### src/rtl/flash_led_driver_config_regs_map.vh
`ifndef FLASH_LED_DRIVER_CONFIG_REGS_MAP_VH
`define FLASH_LED_DRIVER_CONFIG_REGS_MAP_VH

// ----------------------------------------------------------------------------
// serial bus address bytes (address plus direction bit)
// ----------------------------------------------------------------------------
`define I2C_WR_ADDR          8'h60
`define I2C_RD_ADDR          8'h61

// ----------------------------------------------------------------------------
// register offsets
// ----------------------------------------------------------------------------
`define REG_SILICON_REV      8'h01
`define REG_THR_DURATION     8'h02
`define REG_LED_CURRENTS     8'h03
`define REG_OP_CONFIG        8'h04
`define REG_FAULT_FLAGS      8'h05
`define REG_TRIG_SETTINGS    8'h06

// ----------------------------------------------------------------------------
// reset values
// ----------------------------------------------------------------------------
`define THR_RST              2'h0
`define DURATION_RST         4'hf
`define FLASH_CUR_RST        4'h6
`define ASSIST_CUR_RST       3'h1
`define OP_CONFIG_RST        8'hb4
`define LED_TWO_RST          1'b1
`define TRIG_POL_RST         1'b1
`define THROTTLE_EN_RST      1'b1
`define PIN_IDLE_RST         9'h003

// ----------------------------------------------------------------------------
// field positions
// ----------------------------------------------------------------------------
`define OPC_ILIM_HI          7
`define OPC_ILIM_LO          6
`define OPC_TRIG_LEVEL       5
`define OPC_CONT_ALLOW       4
`define OPC_DETECT_ON        3
`define OPC_TRIG_EN          2
`define OPC_MODE_HI          1
`define OPC_MODE_LO          0
`define FLT_OVERVOLT         7
`define FLT_SHORT            6
`define FLT_OVERTEMP         5
`define FLT_TIMEOUT          4
`define FLT_LED_TWO          3
`define FLT_CUR_LIMIT        1
`define TRG_POLARITY         2
`define TRG_THROTTLE_EN      1

// ----------------------------------------------------------------------------
// operating modes
// ----------------------------------------------------------------------------
`define MODE_STANDBY         2'h0
`define MODE_RESERVED        2'h1
`define MODE_FLASH           2'h3

// ----------------------------------------------------------------------------
// timing
// ----------------------------------------------------------------------------
`define FLASH_TIMEOUT_MS     850
`define CLK_FREQ_KHZ         125000

`endif

### src/rtl/flash_led_driver_config_regs.v
`timescale 1ns/10ps
`include "flash_led_driver_config_regs_map.vh"

module flash_led_driver_config_regs #(
    parameter [31:0] TIMEOUT_CYCLES = `FLASH_TIMEOUT_MS * `CLK_FREQ_KHZ,
    parameter        TO_W           = 27,
    parameter [7:0]  REVISION_ID    = 8'h5a  // arbitrary value
) (
    // clock, reset, enable
    input  wire       clock,
    input  wire       rst_b,
    input  wire       ce,
    // serial bus pins
    input  wire       scl,
    input  wire       sda_in,
    output reg        sda_out_q,
    output reg        sda_oe_q,
    // control pins
    input  wire       strobe_pin,
    input  wire       torch_pin,
    input  wire       tx_mask_pin,
    // fault detectors (levels from analog side)
    input  wire       fault_overvolt,
    input  wire       fault_short,
    input  wire       fault_overtemp,
    input  wire       fault_cur_limit,
    // configuration toward analog side
    output reg [1:0]  thr_sel_q,
    output reg [3:0]  flash_duration_q,
    output reg [3:0]  flash_current_q,
    output reg [2:0]  assist_current_q,
    output reg [7:0]  op_config_q,
    output reg        led_two_q,
    output reg        trig_polarity_q,
    output reg        throttle_en_q,
    // derived control
    output reg [1:0]  led_mode_q,
    output reg        led_enable_q,
    output reg        flash_trigger_q,
    output reg        torch_on_q,
    output reg        throttle_q,
    output reg [4:0]  fault_q
);

    // ------------------------------------------------------------------------
    // constants
    // ------------------------------------------------------------------------
    localparam NSYNC = 9;
    localparam [NSYNC-1:0] SYNC_RST = `PIN_IDLE_RST;  // bus lines idle high, the rest low
    localparam [2:0] ST_IDLE  = 3'd0;
    localparam [2:0] ST_ADDR  = 3'd1;
    localparam [2:0] ST_ACK   = 3'd2;
    localparam [2:0] ST_WRITE = 3'd3;
    localparam [2:0] ST_READ  = 3'd4;
    localparam [2:0] ST_MACK  = 3'd5;
    localparam [31:0] TO_LAST32 = TIMEOUT_CYCLES - 32'd1;
    localparam [TO_W-1:0] TO_LAST = TO_LAST32[TO_W-1:0];

    // ------------------------------------------------------------------------
    // input synchronisers
    // ------------------------------------------------------------------------
    wire [NSYNC-1:0] raw_in;
    reg  [NSYNC-1:0] meta_q;   // first stage, read only by sync_q
    reg  [NSYNC-1:0] sync_q;   // safe copies
    assign raw_in = {fault_cur_limit, fault_overtemp, fault_short, fault_overvolt,
                     tx_mask_pin, torch_pin, strobe_pin, sda_in, scl};

    genvar gi;
    generate
        for (gi = 0; gi < NSYNC; gi = gi + 1) begin : g_sync
            // two flops per pin; idle-level reset so no false fault or edge
            always @(posedge clock) begin
                if (!rst_b) begin
                    meta_q[gi] <= SYNC_RST[gi];
                    sync_q[gi] <= SYNC_RST[gi];
                end else if (ce) begin
                    meta_q[gi] <= raw_in[gi];
                    sync_q[gi] <= meta_q[gi];
                end
            end
        end
    endgenerate
    wire scl_s    = sync_q[0];
    wire sda_s    = sync_q[1];
    wire strobe_s = sync_q[2];
    wire torch_s  = sync_q[3];
    wire txm_s    = sync_q[4];
    wire [3:0] flt_s = sync_q[8:5];  // cur_limit, overtemp, short, overvolt

    // ------------------------------------------------------------------------
    // bus edge and condition detection
    // ------------------------------------------------------------------------
    reg  scl_d_q;                     // previous scl sample
    reg  sda_d_q;                     // previous sda sample
    reg  strobe_d_q;                  // previous trigger sample
    wire scl_rise = scl_s & ~scl_d_q;
    wire scl_fall = ~scl_s & scl_d_q;
    wire bus_start = scl_s & scl_d_q & sda_d_q & ~sda_s;
    wire bus_stop  = scl_s & scl_d_q & ~sda_d_q & sda_s;

    // ------------------------------------------------------------------------
    // slave state
    // ------------------------------------------------------------------------
    reg [2:0] state_q;                // protocol state
    reg [2:0] bit_cnt_q;              // bit in current byte
    reg       got8_q;                 // eighth bit taken
    reg [7:0] shift_q;                // rx / tx shifter
    reg       rw_q;                   // 1 = read transfer
    reg       sub_done_q;             // subaddress already taken
    reg [7:0] ptr_q;                  // register pointer
    reg [7:0] rd_data;                // read mux
    reg [TO_W-1:0] to_cnt_q;          // level-trigger active duration counter
    wire [7:0] rx_byte = {shift_q[6:0], sda_s};

    // completed read of the fault register clears its flags
    wire fault_read_done = (state_q == ST_MACK) & scl_rise & ~bus_start & ~bus_stop &
                           (ptr_q == `REG_FAULT_FLAGS);

    // ------------------------------------------------------------------------
    // read data mux; unmapped and reserved bits read zero
    // ------------------------------------------------------------------------
    always @* begin
        case (ptr_q)
            `REG_SILICON_REV:   rd_data = REVISION_ID;
            `REG_THR_DURATION:  rd_data = {2'b00, thr_sel_q, flash_duration_q};
            `REG_LED_CURRENTS:  rd_data = {flash_current_q, 1'b0, assist_current_q};
            `REG_OP_CONFIG:     rd_data = op_config_q;
            `REG_FAULT_FLAGS:   rd_data = {fault_q[4], fault_q[3], fault_q[2], fault_q[1],
                                           led_two_q, 1'b0, fault_q[0], 1'b0};
            `REG_TRIG_SETTINGS: rd_data = {5'b00000, trig_polarity_q, throttle_en_q, 1'b0};
            default:            rd_data = 8'h00;
        endcase
    end

    // ------------------------------------------------------------------------
    // bus protocol engine and register writes
    // ------------------------------------------------------------------------
    always @(posedge clock) begin
        if (!rst_b) begin
            state_q          <= ST_IDLE;
            bit_cnt_q        <= 3'd0;
            got8_q           <= 1'b0;
            shift_q          <= 8'h00;
            rw_q             <= 1'b0;
            sub_done_q       <= 1'b0;
            ptr_q            <= 8'h00;
            sda_out_q        <= 1'b0;
            sda_oe_q         <= 1'b0;
            scl_d_q          <= 1'b1;
            sda_d_q          <= 1'b1;
            thr_sel_q        <= `THR_RST;
            flash_duration_q <= `DURATION_RST;
            flash_current_q  <= `FLASH_CUR_RST;
            assist_current_q <= `ASSIST_CUR_RST;
            op_config_q      <= `OP_CONFIG_RST;
            led_two_q        <= `LED_TWO_RST;
            trig_polarity_q  <= `TRIG_POL_RST;
            throttle_en_q    <= `THROTTLE_EN_RST;
        end else if (ce) begin
            scl_d_q <= scl_s;
            sda_d_q <= sda_s;
            if (bus_start) begin
                // repeated start keeps the pointer
                state_q    <= ST_ADDR;
                bit_cnt_q  <= 3'd0;
                got8_q     <= 1'b0;
                sub_done_q <= 1'b0;
                sda_oe_q   <= 1'b0;
            end else if (bus_stop) begin
                state_q  <= ST_IDLE;
                sda_oe_q <= 1'b0;
            end else begin
                case (state_q)
                    ST_ADDR: begin
                        if (scl_rise) begin
                            shift_q   <= rx_byte;
                            bit_cnt_q <= bit_cnt_q + 3'd1;
                            got8_q    <= (bit_cnt_q == 3'd7);
                        end else if (scl_fall && got8_q) begin
                            got8_q <= 1'b0;
                            // only our two address bytes get an ack
                            if (shift_q == `I2C_WR_ADDR || shift_q == `I2C_RD_ADDR) begin
                                rw_q     <= shift_q[0];
                                sda_oe_q <= 1'b1;
                                state_q  <= ST_ACK;
                            end else begin
                                state_q <= ST_IDLE;
                            end
                        end
                    end
                    ST_ACK: begin
                        if (scl_fall) begin
                            bit_cnt_q <= 3'd0;
                            if (rw_q) begin
                                // first data bit goes out as the ack slot ends
                                sda_oe_q <= ~rd_data[7];
                                shift_q  <= {rd_data[6:0], 1'b0};
                                state_q  <= ST_READ;
                            end else begin
                                sda_oe_q <= 1'b0;
                                state_q  <= ST_WRITE;
                            end
                        end
                    end
                    ST_WRITE: begin
                        if (scl_rise) begin
                            shift_q   <= rx_byte;
                            bit_cnt_q <= bit_cnt_q + 3'd1;
                            if (bit_cnt_q == 3'd7) begin
                                got8_q <= 1'b1;
                                if (!sub_done_q) begin
                                    ptr_q      <= rx_byte;
                                    sub_done_q <= 1'b1;
                                end else begin
                                    ptr_q <= ptr_q + 8'd1;
                                    case (ptr_q)
                                        `REG_THR_DURATION: begin
                                            thr_sel_q        <= rx_byte[5:4];
                                            flash_duration_q <= rx_byte[3:0];
                                        end
                                        `REG_LED_CURRENTS: begin
                                            flash_current_q  <= rx_byte[7:4];
                                            assist_current_q <= rx_byte[2:0];
                                        end
                                        `REG_OP_CONFIG:
                                            op_config_q <= rx_byte;
                                        `REG_FAULT_FLAGS:
                                            led_two_q <= rx_byte[`FLT_LED_TWO];
                                        `REG_TRIG_SETTINGS: begin
                                            trig_polarity_q <= rx_byte[`TRG_POLARITY];
                                            throttle_en_q   <= rx_byte[`TRG_THROTTLE_EN];
                                        end
                                        default: ;
                                    endcase
                                end
                            end
                        end else if (scl_fall && got8_q) begin
                            got8_q   <= 1'b0;
                            sda_oe_q <= 1'b1;
                            state_q  <= ST_ACK;
                        end
                    end
                    ST_READ: begin
                        if (scl_rise) begin
                            bit_cnt_q <= bit_cnt_q + 3'd1;
                            got8_q    <= (bit_cnt_q == 3'd7);
                        end else if (scl_fall) begin
                            if (got8_q) begin
                                // release the line for the master's ack
                                got8_q   <= 1'b0;
                                sda_oe_q <= 1'b0;
                                state_q  <= ST_MACK;
                            end else begin
                                sda_oe_q <= ~shift_q[7];
                                shift_q  <= {shift_q[6:0], 1'b0};
                            end
                        end
                    end
                    ST_MACK: begin
                        if (scl_rise) begin
                            ptr_q   <= ptr_q + 8'd1;
                            // nack ends the read; ack loads the next register
                            state_q <= sda_s ? ST_IDLE : ST_ACK;
                        end
                    end
                    default: state_q <= ST_IDLE;
                endcase
            end
        end
    end

    // ------------------------------------------------------------------------
    // fault flags, trigger timing and derived controls
    // ------------------------------------------------------------------------
    // a new fault in the clearing cycle survives: set beats clear
    wire       to_hit   = (to_cnt_q == TO_LAST);
    wire [4:0] flt_set  = {flt_s[0], flt_s[1], flt_s[2], to_hit, flt_s[3]};
    wire [4:0] fault_d  = (fault_q & {5{~fault_read_done}}) | flt_set;
    wire       trig_lvl = (strobe_s == trig_polarity_q);
    wire       trig_edge = (strobe_s != strobe_d_q) & trig_lvl;
    wire       level_run = op_config_q[`OPC_TRIG_EN] & op_config_q[`OPC_TRIG_LEVEL] & trig_lvl;
    wire [1:0] mode_cfg = op_config_q[`OPC_MODE_HI:`OPC_MODE_LO];

    always @(posedge clock) begin
        if (!rst_b) begin
            fault_q         <= 5'h00;
            to_cnt_q        <= {TO_W{1'b0}};
            strobe_d_q      <= 1'b0;
            led_mode_q      <= `MODE_STANDBY;
            led_enable_q    <= 1'b0;
            flash_trigger_q <= 1'b0;
            torch_on_q      <= 1'b0;
            throttle_q      <= 1'b0;
        end else if (ce) begin
            fault_q    <= fault_d;
            strobe_d_q <= strobe_s;
            // count a level-held trigger; holds at the limit until it drops
            if (!level_run)
                to_cnt_q <= {TO_W{1'b0}};
            else if (!to_hit)
                to_cnt_q <= to_cnt_q + {{(TO_W-1){1'b0}}, 1'b1};
            // reserved code gives no current
            led_mode_q   <= (mode_cfg == `MODE_RESERVED) ? `MODE_STANDBY : mode_cfg;
            // any standing flag keeps the driver off until it is read
            led_enable_q <= ~|fault_d;
            if (!op_config_q[`OPC_TRIG_EN])
                flash_trigger_q <= 1'b0;
            else if (op_config_q[`OPC_TRIG_LEVEL])
                flash_trigger_q <= trig_lvl;
            else
                flash_trigger_q <= trig_edge;
            torch_on_q <= op_config_q[`OPC_CONT_ALLOW] & torch_s;
            throttle_q <= throttle_en_q & txm_s;
        end
    end

endmodule

### config.mk
export PLATFORM = sky130hd
export DESIGN_NAME = flash_led_driver_config_regs
export DESIGN_NICKNAME = d
export VERILOG_FILES = /design/src/rtl/flash_led_driver_config_regs.v
export VERILOG_INCLUDE_DIRS = /design/src /design/src/rtl
export SDC_FILE = /design/constraint.sdc
export NUM_CORES = 1
export LEC_CHECK = 0
export BUFFER_PORTS_ARGS = -buffer_cell sky130_fd_sc_hd__buf_2
export CORE_ASPECT_RATIO = 0.75
export CORE_MARGIN = 2
export CORE_UTILIZATION = 64
export CTS_CLUSTER_SIZE = 25
export DETAILED_ROUTE_END_ITERATION = 10
export HOLD_SLACK_MARGIN = 0.03
export PLACE_DENSITY = 0.85
export SYNTH_ARGS = -nofsm -noshare
export SYNTH_HDL_FRONTEND = slang
export SYNTH_SLANG_ARGS = --single-unit
### constraint.sdc
create_clock -name clock -period 5.2 [get_ports clock]
set_input_delay 1.04 -clock clock [delete_from_list [all_inputs] [get_ports clock]]
set_output_delay 1.04 -clock clock [all_outputs]
set_load 0.01 [all_outputs]
==> results of run 1 <==
## logic make-up after synthesis
| family | synth area share |
|---|---|
| mux | 0.0890 |
| fa+ha+maj | 0.0230 |
| xor+xnor | 0.0290 |
| flops | 0.401 |
| other cells | 0.000689 |
| compound gates | 0.160 |
| buf+inv | 0.0365 |
| simple gates | 0.261 |
## final timing paths
kind,to,cells past startpoint,slack [ns]
min,assist_current_q[1],2,0.47
max,to_cnt_q[22],7,2.28
min reg2reg,assist_current_q[1],2,0.47
max reg2reg,op_config_q[7],5,2.37
## sequential cells by signal, summed over array words and instances (netlist names), 2 cells and up
register	flops
flt_s	4
to_cnt_q	27
state_q	3
flash_duration_q	4
meta_q	9
fault_q	5
assist_current_q	3
ptr_q	8
flash_current_q	4
led_mode_q	2
shift_q	8
op_config_q	8
bit_cnt_q	3
thr_sel_q	2
## metrics by stage
| step | total power, mW | cell area, µm² | util | cells | setup slack [ns] |
|---|---|---|---|---|---|
| after floorplan | 0.929 | 5440 | - | 653 | 2.78 |
| after global placement | 0.947 | 5700 | 0.683 | 775 | 2.01 |
| after detailed placement | 0.951 | 5700 | 0.683 | 775 | 1.92 |
| after CTS | 1.67 | 6030 | 0.722 | 791 | 2.30 |
| after global routing | 1.71 | 6030 | 0.722 | 791 | 2.05 |
| final | 1.67 | 6030 | 0.722 | 791 | 2.28 |
## cells in the final DEF, fill, tap and decap left out, types with 4 or more instances in the layout
master	count
o22ai_1	4
or4_1	4
nand2b_1	8
o21ai_1	11
o21ai_0	19
a31oi_1	8
buf_2	47
nand4_1	18
inv_1	15
xor2_1	7
nand3b_1	4
dfxtp_1	109
a211oi_1	5
o21a_1	4
and2_1	5
a21oi_1	35
a22o_1	4
xnor2_1	11
nand3_1	36
nor2_1	71
nor4_1	8
and3_1	4
nor2b_1	7
mux2i_1	45
a22oi_1	11
nor3_1	13
ha_1	10
clkbuf_16	9
nand2_1	77
## worst max-delay path, cell delays in order
cell and delay [ns]:
buf_2 0.09, buf_4 0.51, nand2_1 0.17, or4b_1 0.74, nor4_1 0.35, xnor2_1 0.16
nor2_1 0.05
## cell type report
type                    count  share of cell area
clock inverters             7              0.0172
well taps                 108              0.0224
inverters                  16             0.00997
flip-flops and latches    109               0.362
repair buffers             50              0.0428
multi-input cells         492               0.508
clock buffers               9              0.0374
## power by group through the flow
stage / logic, mW / registers [mW] / clock network [mW]
final: 0.0813 / 0.854 / 0.733
after global routing: 0.0890 / 0.855 / 0.767
after CTS: 0.0793 / 0.854 / 0.736
after detailed placement: 0.0774 / 0.873 / 0
after global placement: 0.0747 / 0.873 / 0
after floorplan: 0.0580 / 0.870 / 0
## routing by layer
metal,wire length [µm],track usage,up-vias
li1,-,-,2411
met1,6210,0.452,2469
met2,6330,0.470,345
met3,1640,0.0712,39
met4,271,0.0852,0
met5,0,0,-
==> run_results.csv, run 1 <==
group,metric,value,unit
floorplan,ios,49,
placed_design,hpwlAfterDp,9.48,mm
clock_network,clock_latency,0.36,ns
final_layout,antennaDiodeCount,0,
setup_path,worstPathRequired,5.42,ns
pwr,p_sw_frac,0.263,
yosys,yosys.area.top_type,"dfxtp_1",
timing,hold_viol,0,
final_layout,regArea,0.00218,mm²
yosys,synth_edf_count,0,
yosys,ys_async_sr_fraction,0,
outcome,status,"finished with violations",
clock_network,cts_buffers,9,
route,ant_nets,0,
yosys,synth_common_cells,"109 x dfxtp_1, 77 x nand2_1, 71 x nor2_1",
floorplan,initial_core_util,0.652,
worst_hold_path,hp-start,"assist_current_q[1]",
route,drtIter0Drc,684,
final_layout,drive_above_1_share,0.114,
final_layout,fillers,637,
yosys,ys.warnings.count,0,
clock_network,clk_pin_slew,0.09,ns
pwr,p_seq_frac,0.512,
clock_network,postCtsHoldBufs,0,
yosys,synth.area.top_cells,"dfxtp_1 40%, mux2i_1 8.3%, nand2_1 5.3%",
yosys,syn_avg_cell_area,8.33,µm²
setup_path,critPathLaunchType,"input pin",
yosys,syn_inst,653,
pwr,combPwrFrac,0.049,
pwr,p_leak,2.24,nW
pwr,peakVddDrop,0.000310,V
yosys,synth_top_area_frac,0.401,
pwr,p_clk_frac,0.439,
timing,relSlewSlack,0.313,
route,drcViolationCount,1,
floorplan,die_width,110,µm
floorplan,core,0.00835,mm²
route,vias,5264,
timing,fmax,343,MHz
final_layout,multi_input_area,0.00306,mm²
global_routing,antenna_found_initial,0,
clock_network,ctsResizeCount,0,
timing,fin_hold_ws,0.466,ns
route,wire_per_inst,18.3,µm
clock_network,cts_buffer_depth,2,
timing,min_period_over_period,0.561,
pwr,powerDensity,277,mW/mm²
clock_network,cts_tree,"done",
timing,finClkSkew,0.0128,ns
route,via_per_inst,6.65,
clock_network,htree_num_levels,3,
final_layout,syn2layout_area_growth,10.7,%
global_routing,grt_pass1_vias,4797,
yosys,netlist_area,0.00544,mm²
setup_path,cp.arrival,3.14,ns
placed_design,gp_congestion,0.975,
pwr,internal_power,1.23,mW
timing,fin_crit,2.92,ns
global_routing,grt_pass1_wl,23.9,mm
global_routing,overflow,0,
yosys,synth.distinct_cells,71,
timing,setup_tns,0,ns
outcome,violations,"design-rule violations",
route,drt-total-wl,14.5,mm
clock_network,post_cts_buffers,0,
timing,setup_violations,0,
clock_network,clockRootBuffer,"clkbuf_16",
yosys,yosysMostFrequentCell,"dfxtp_1",
job,maxCapViolCount,0,
timing,rsz0062_at_grt,"no",
placed_design,port_buffers,47,
final_layout,finalNetCount,700,
global_routing,grt_max_degree,56,
timing,final-max-slew-violation-count,0,
setup_path,r2r_start,"sda_s",
pwr,p_sw,438,µW
yosys,synth_nets,675,
worst_hold_path,hp-class,"register to register",
route,dr.pass1.iters,9,
global_routing,grt_usage,0.312,
yosys,ys.flop_type,"dfxtp_1",
setup_path,critPathKind,"input pin to register",
floorplan,die_h,83.9,µm
timing,worst_pin_slew,1.03,ns
setup_path,worst-path-max-fanout,50,
clock_network,clock_sinks,109,
floorplan,dieArea,0.00927,mm²
setup_path,cp-end-kind,"register",
yosys,synth-seq-area-share,0.401,
yosys,ys_seq_elements,109,
floorplan,rows,29,
setup_path,startpoint,"ce",
No activity file was read; power rests on OpenSTA's default activity.
==> run 2, diff against run 1 <==
--- a/config.mk
+++ b/config.mk
@@ -6,14 +6,15 @@
 export SDC_FILE = /design/constraint.sdc
 export NUM_CORES = 1
 export LEC_CHECK = 0
+export ABC_AREA = 1
 export BUFFER_PORTS_ARGS = -buffer_cell sky130_fd_sc_hd__buf_2
 export CORE_ASPECT_RATIO = 0.75
 export CORE_MARGIN = 2
-export CORE_UTILIZATION = 64
+export CORE_UTILIZATION = 60
 export CTS_CLUSTER_SIZE = 25
 export DETAILED_ROUTE_END_ITERATION = 10
 export HOLD_SLACK_MARGIN = 0.03
-export PLACE_DENSITY = 0.85
+export PLACE_DENSITY = 0.8
 export SYNTH_ARGS = -nofsm -noshare
 export SYNTH_HDL_FRONTEND = slang
 export SYNTH_SLANG_ARGS = --single-unit
==> constraint.sdc (replaced) <==
create_clock -name clock -period 2.75 [get_ports clock]
set_input_delay 0.55 -clock clock [delete_from_list [all_inputs] [get_ports clock]]
set_output_delay 0.55 -clock clock [all_outputs]
set_load 0.01 [all_outputs]
==> run_results.csv, run 2 <==
group,metric,value,unit
route,drt-total-wl,16.6,mm
yosys,synth_nets,914,
timing,relSlewSlack,0.474,
yosys,synth_edf_count,0,
global_routing,antenna_found_initial,0,
yosys,syn_inst,892,
placed_design,pre_cts_ws,0.567,ns
clock_network,ctsResizeCount,0,
final_layout,syn2layout_area_growth,9.52,%
setup_path,critPathKind,"register to register",
final_layout,largest_register_ffs,27,
setup_path,startpoint,"to_cnt_q[0]",
route,drcViolationCount,0,
timing,finClkSkew,0.00862,ns
setup_path,reg2reg_to,"to_cnt_q[18]",
global_routing,grt_usage,0.316,
final_layout,finalNetCount,947,
setup_path,worst-path-max-fanout,7,
setup_path,crit_family,"simple AND/OR/NAND/NOR gates",
clock_network,post_cts_buffers,0,
floorplan,die_h,90.0,µm
floorplan,die_width,119,µm
timing,worst_pin_slew,0.782,ns
timing,layout_setup_ws,0.378,ns
final_layout,fillers,879,
yosys,syn_avg_cell_area,6.63,µm²
setup_path,r2r_start,"to_cnt_q[0]",
yosys,ys.flop_type,"dfxtp_1",
final_layout,final_cell_mix,"219 x nand2_1, 165 x nor2_1, 109 x dfxtp_1",
floorplan,dieArea,0.0107,mm²
setup_path,critPathLaunchType,"register",
clock_network,cts_tree,"done",
pwr,powerDensity,509,mW/mm²
timing,setup_violations,0,
yosys,synth.area.top_cells,"dfxtp_1 37%, nand2_1 14%, nor2_1 10%",
route,via_per_inst,5.75,
timing,fmax,422,MHz
yosys,ys.warnings.count,0,
route,ant_nets,0,
timing,fin_crit,2.37,ns
worst_hold_path,hp-start,"sda_in",
timing,rsz0062_at_grt,"no",
clock_network,clk_pin_slew,0.08,ns
pwr,p_seq_frac,0.506,
timing,min_period_over_period,0.863,
route,wire_per_inst,15.7,µm
outcome,status,"finished clean",
floorplan,initial_core_util,0.615,
global_routing,overflow,0,
placed_design,hpwlAfterDp,12.1,mm
route,vias,6106,
clock_network,postCtsHoldBufs,0,
yosys,netlist_area,0.00592,mm²
timing,setup_tns,0,ns
pwr,combPwrFrac,0.113,
pwr,p_sw_frac,0.283,
clock_network,clock_sinks,109,
setup_path,rr_worst_depth,7,
placed_design,gp_congestion,0.921,
yosys,synth.distinct_cells,40,
clock_network,cts_buffers,9,
final_layout,final_common_cell,"nand2_1",
yosys,yosysMostFrequentCell,"nand2_1",
pwr,peakVddDrop,0.000386,V
clock_network,htree_num_levels,3,
final_layout,drive_above_1_share,0.123,
pwr,power,3.30,mW
global_routing,grt_max_degree,63,
pwr,p_sw,933,µW
yosys,synth_top_area_frac,0.369,
setup_path,worst-path-buf-inv,0,
worst_hold_path,min_path_cells,3,
clock_network,cts_buffer_depth,2,
global_routing,grt_pass1_vias,5399,
setup_path,cp.arrival,2.65,ns
clock_network,clockRootBuffer,"clkbuf_16",
yosys,ys_seq_elements,109,
final_layout,regMostFlops,"to_cnt_q",
yosys,yosys.area.top_type,"dfxtp_1",
floorplan,core,0.00962,mm²
job,maxCapViolCount,0,
final_layout,antennaDiodeCount,0,
setup_path,slowest_delay,0.61,ns
timing,final-max-slew-violation-count,0,
route,dr.pass1.iters,7,
setup_path,worstPathRequired,3.03,ns
setup_path,cp_slowest_cell,"nor4_1",
pwr,p_leak,2.73,nW
setup_path,cp-end-kind,"register",
floorplan,ios,49,
pwr,p_clk_frac,0.381,
clock_network,clock_latency,0.35,ns
timing,hold_viol,0,
final_layout,top_regs,"to_cnt_q: 27 flops, meta_q: 9 flops",
worst_hold_path,hp-class,"input pin to register",
pwr,internal_power,2.36,mW
placed_design,port_buffers,47,
worst_hold_path,whs_endpoint,"meta_q[1]",
timing,fin_hold_ws,0.406,ns
route,drtIter0Drc,826,
setup_path,crit_chain,"ha_1 -> nand3_2 -> nor2_2 -> nand2_1 -> nor4_1 -> nand3_1 -> a21boi_1",
setup_path,reg2reg_setup_slack,0.38,ns
floorplan,rows,31,
yosys,ys_async_sr_fraction,0,
yosys,synth_common_cells,"219 x nand2_1, 165 x nor2_1, 109 x dfxtp_1",
global_routing,grt_pass1_wl,27.3,mm
yosys,synth-seq-area-share,0.369,
[run 2: cell types whose count changed after synthesis, sizes merged, moves of 27 or more]
cell and delta:
mux2i -45, nand2 +153, inv +50, nand3 +27, o21ai +38, a21oi +34
nor2 +108
[run 2: cells by family (layout without fill, tap and decap cells)]
kind of cell / Yosys count / after routing / synth area share
AND/OR/NAND/NOR: 494 / 494 / 0.363
AO/OA/AOI/OAI: 167 / 167 / 0.156
XOR/XNOR: 15 / 15 / 0.0222
flip-flops: 109 / 109 / 0.369
other: 1 / 1 / 0.000634
buffers and inverters: 96 / 134 / 0.0683
adder cells (fa/ha/maj): 10 / 10 / 0.0212
[run 2: per-layer routing]
layer / routed length, µm / vias up / GRT usage
met4: 215 / 0 / 0.0665
met1: 7580 / 2794 / 0.480
met3: 1890 / 24 / 0.0679
li1: - / 2968 / -
met5: 0 / - / 0
met2: 6940 / 320 / 0.456
[run 2: per-stage QoR]
step,utilization,cells,area [µm²]
after floorplan,-,892,5920
after global placement,0.644,1046,6200
after detailed placement,0.644,1046,6200
after CTS,0.674,1062,6480
after global routing,0.674,1062,6480
final,0.674,1062,6480
[run 2: power by group through the flow]
stage                     Combinational (mW)  Clock [mW]  Sequential, mW
final                                  0.372        1.26            1.67
after global routing                   0.415        1.31            1.68
after CTS                              0.364        1.26            1.67
after detailed placement               0.359           0            1.71
after global placement                 0.351           0            1.70
after floorplan                        0.269           0            1.70
[run 2: layout make-up]
| class | count | area [µm²] | area share |
|---|---|---|---|
| well taps | 132 | 165 | 0.0255 |
| inverters | 67 | 254 | 0.0392 |
| multi-input cells | 687 | 3330 | 0.514 |
| flip-flops and latches | 109 | 2180 | 0.337 |
| clock buffers | 10 | 229 | 0.0353 |
| clock inverters | 6 | 53.8 | 0.00830 |
| repair buffers | 51 | 265 | 0.0409 |
[run 2: tightest hold or removal path: stages]
cell     delay, ns
buf_2         0.07
nand2_1       0.04
nand3_1       0.06
[run 2: worst max-delay path by stage]
stage                         endpoint  slack, ns  cells after the start
final                     to_cnt_q[18]       0.38                      7
after global routing      to_cnt_q[18]       0.36                      7
after CTS                 to_cnt_q[18]       0.55                      7
after detailed placement  to_cnt_q[18]       0.57                      7
after global placement    to_cnt_q[18]       0.61                      7
after floorplan             shift_q[6]       1.08                     10
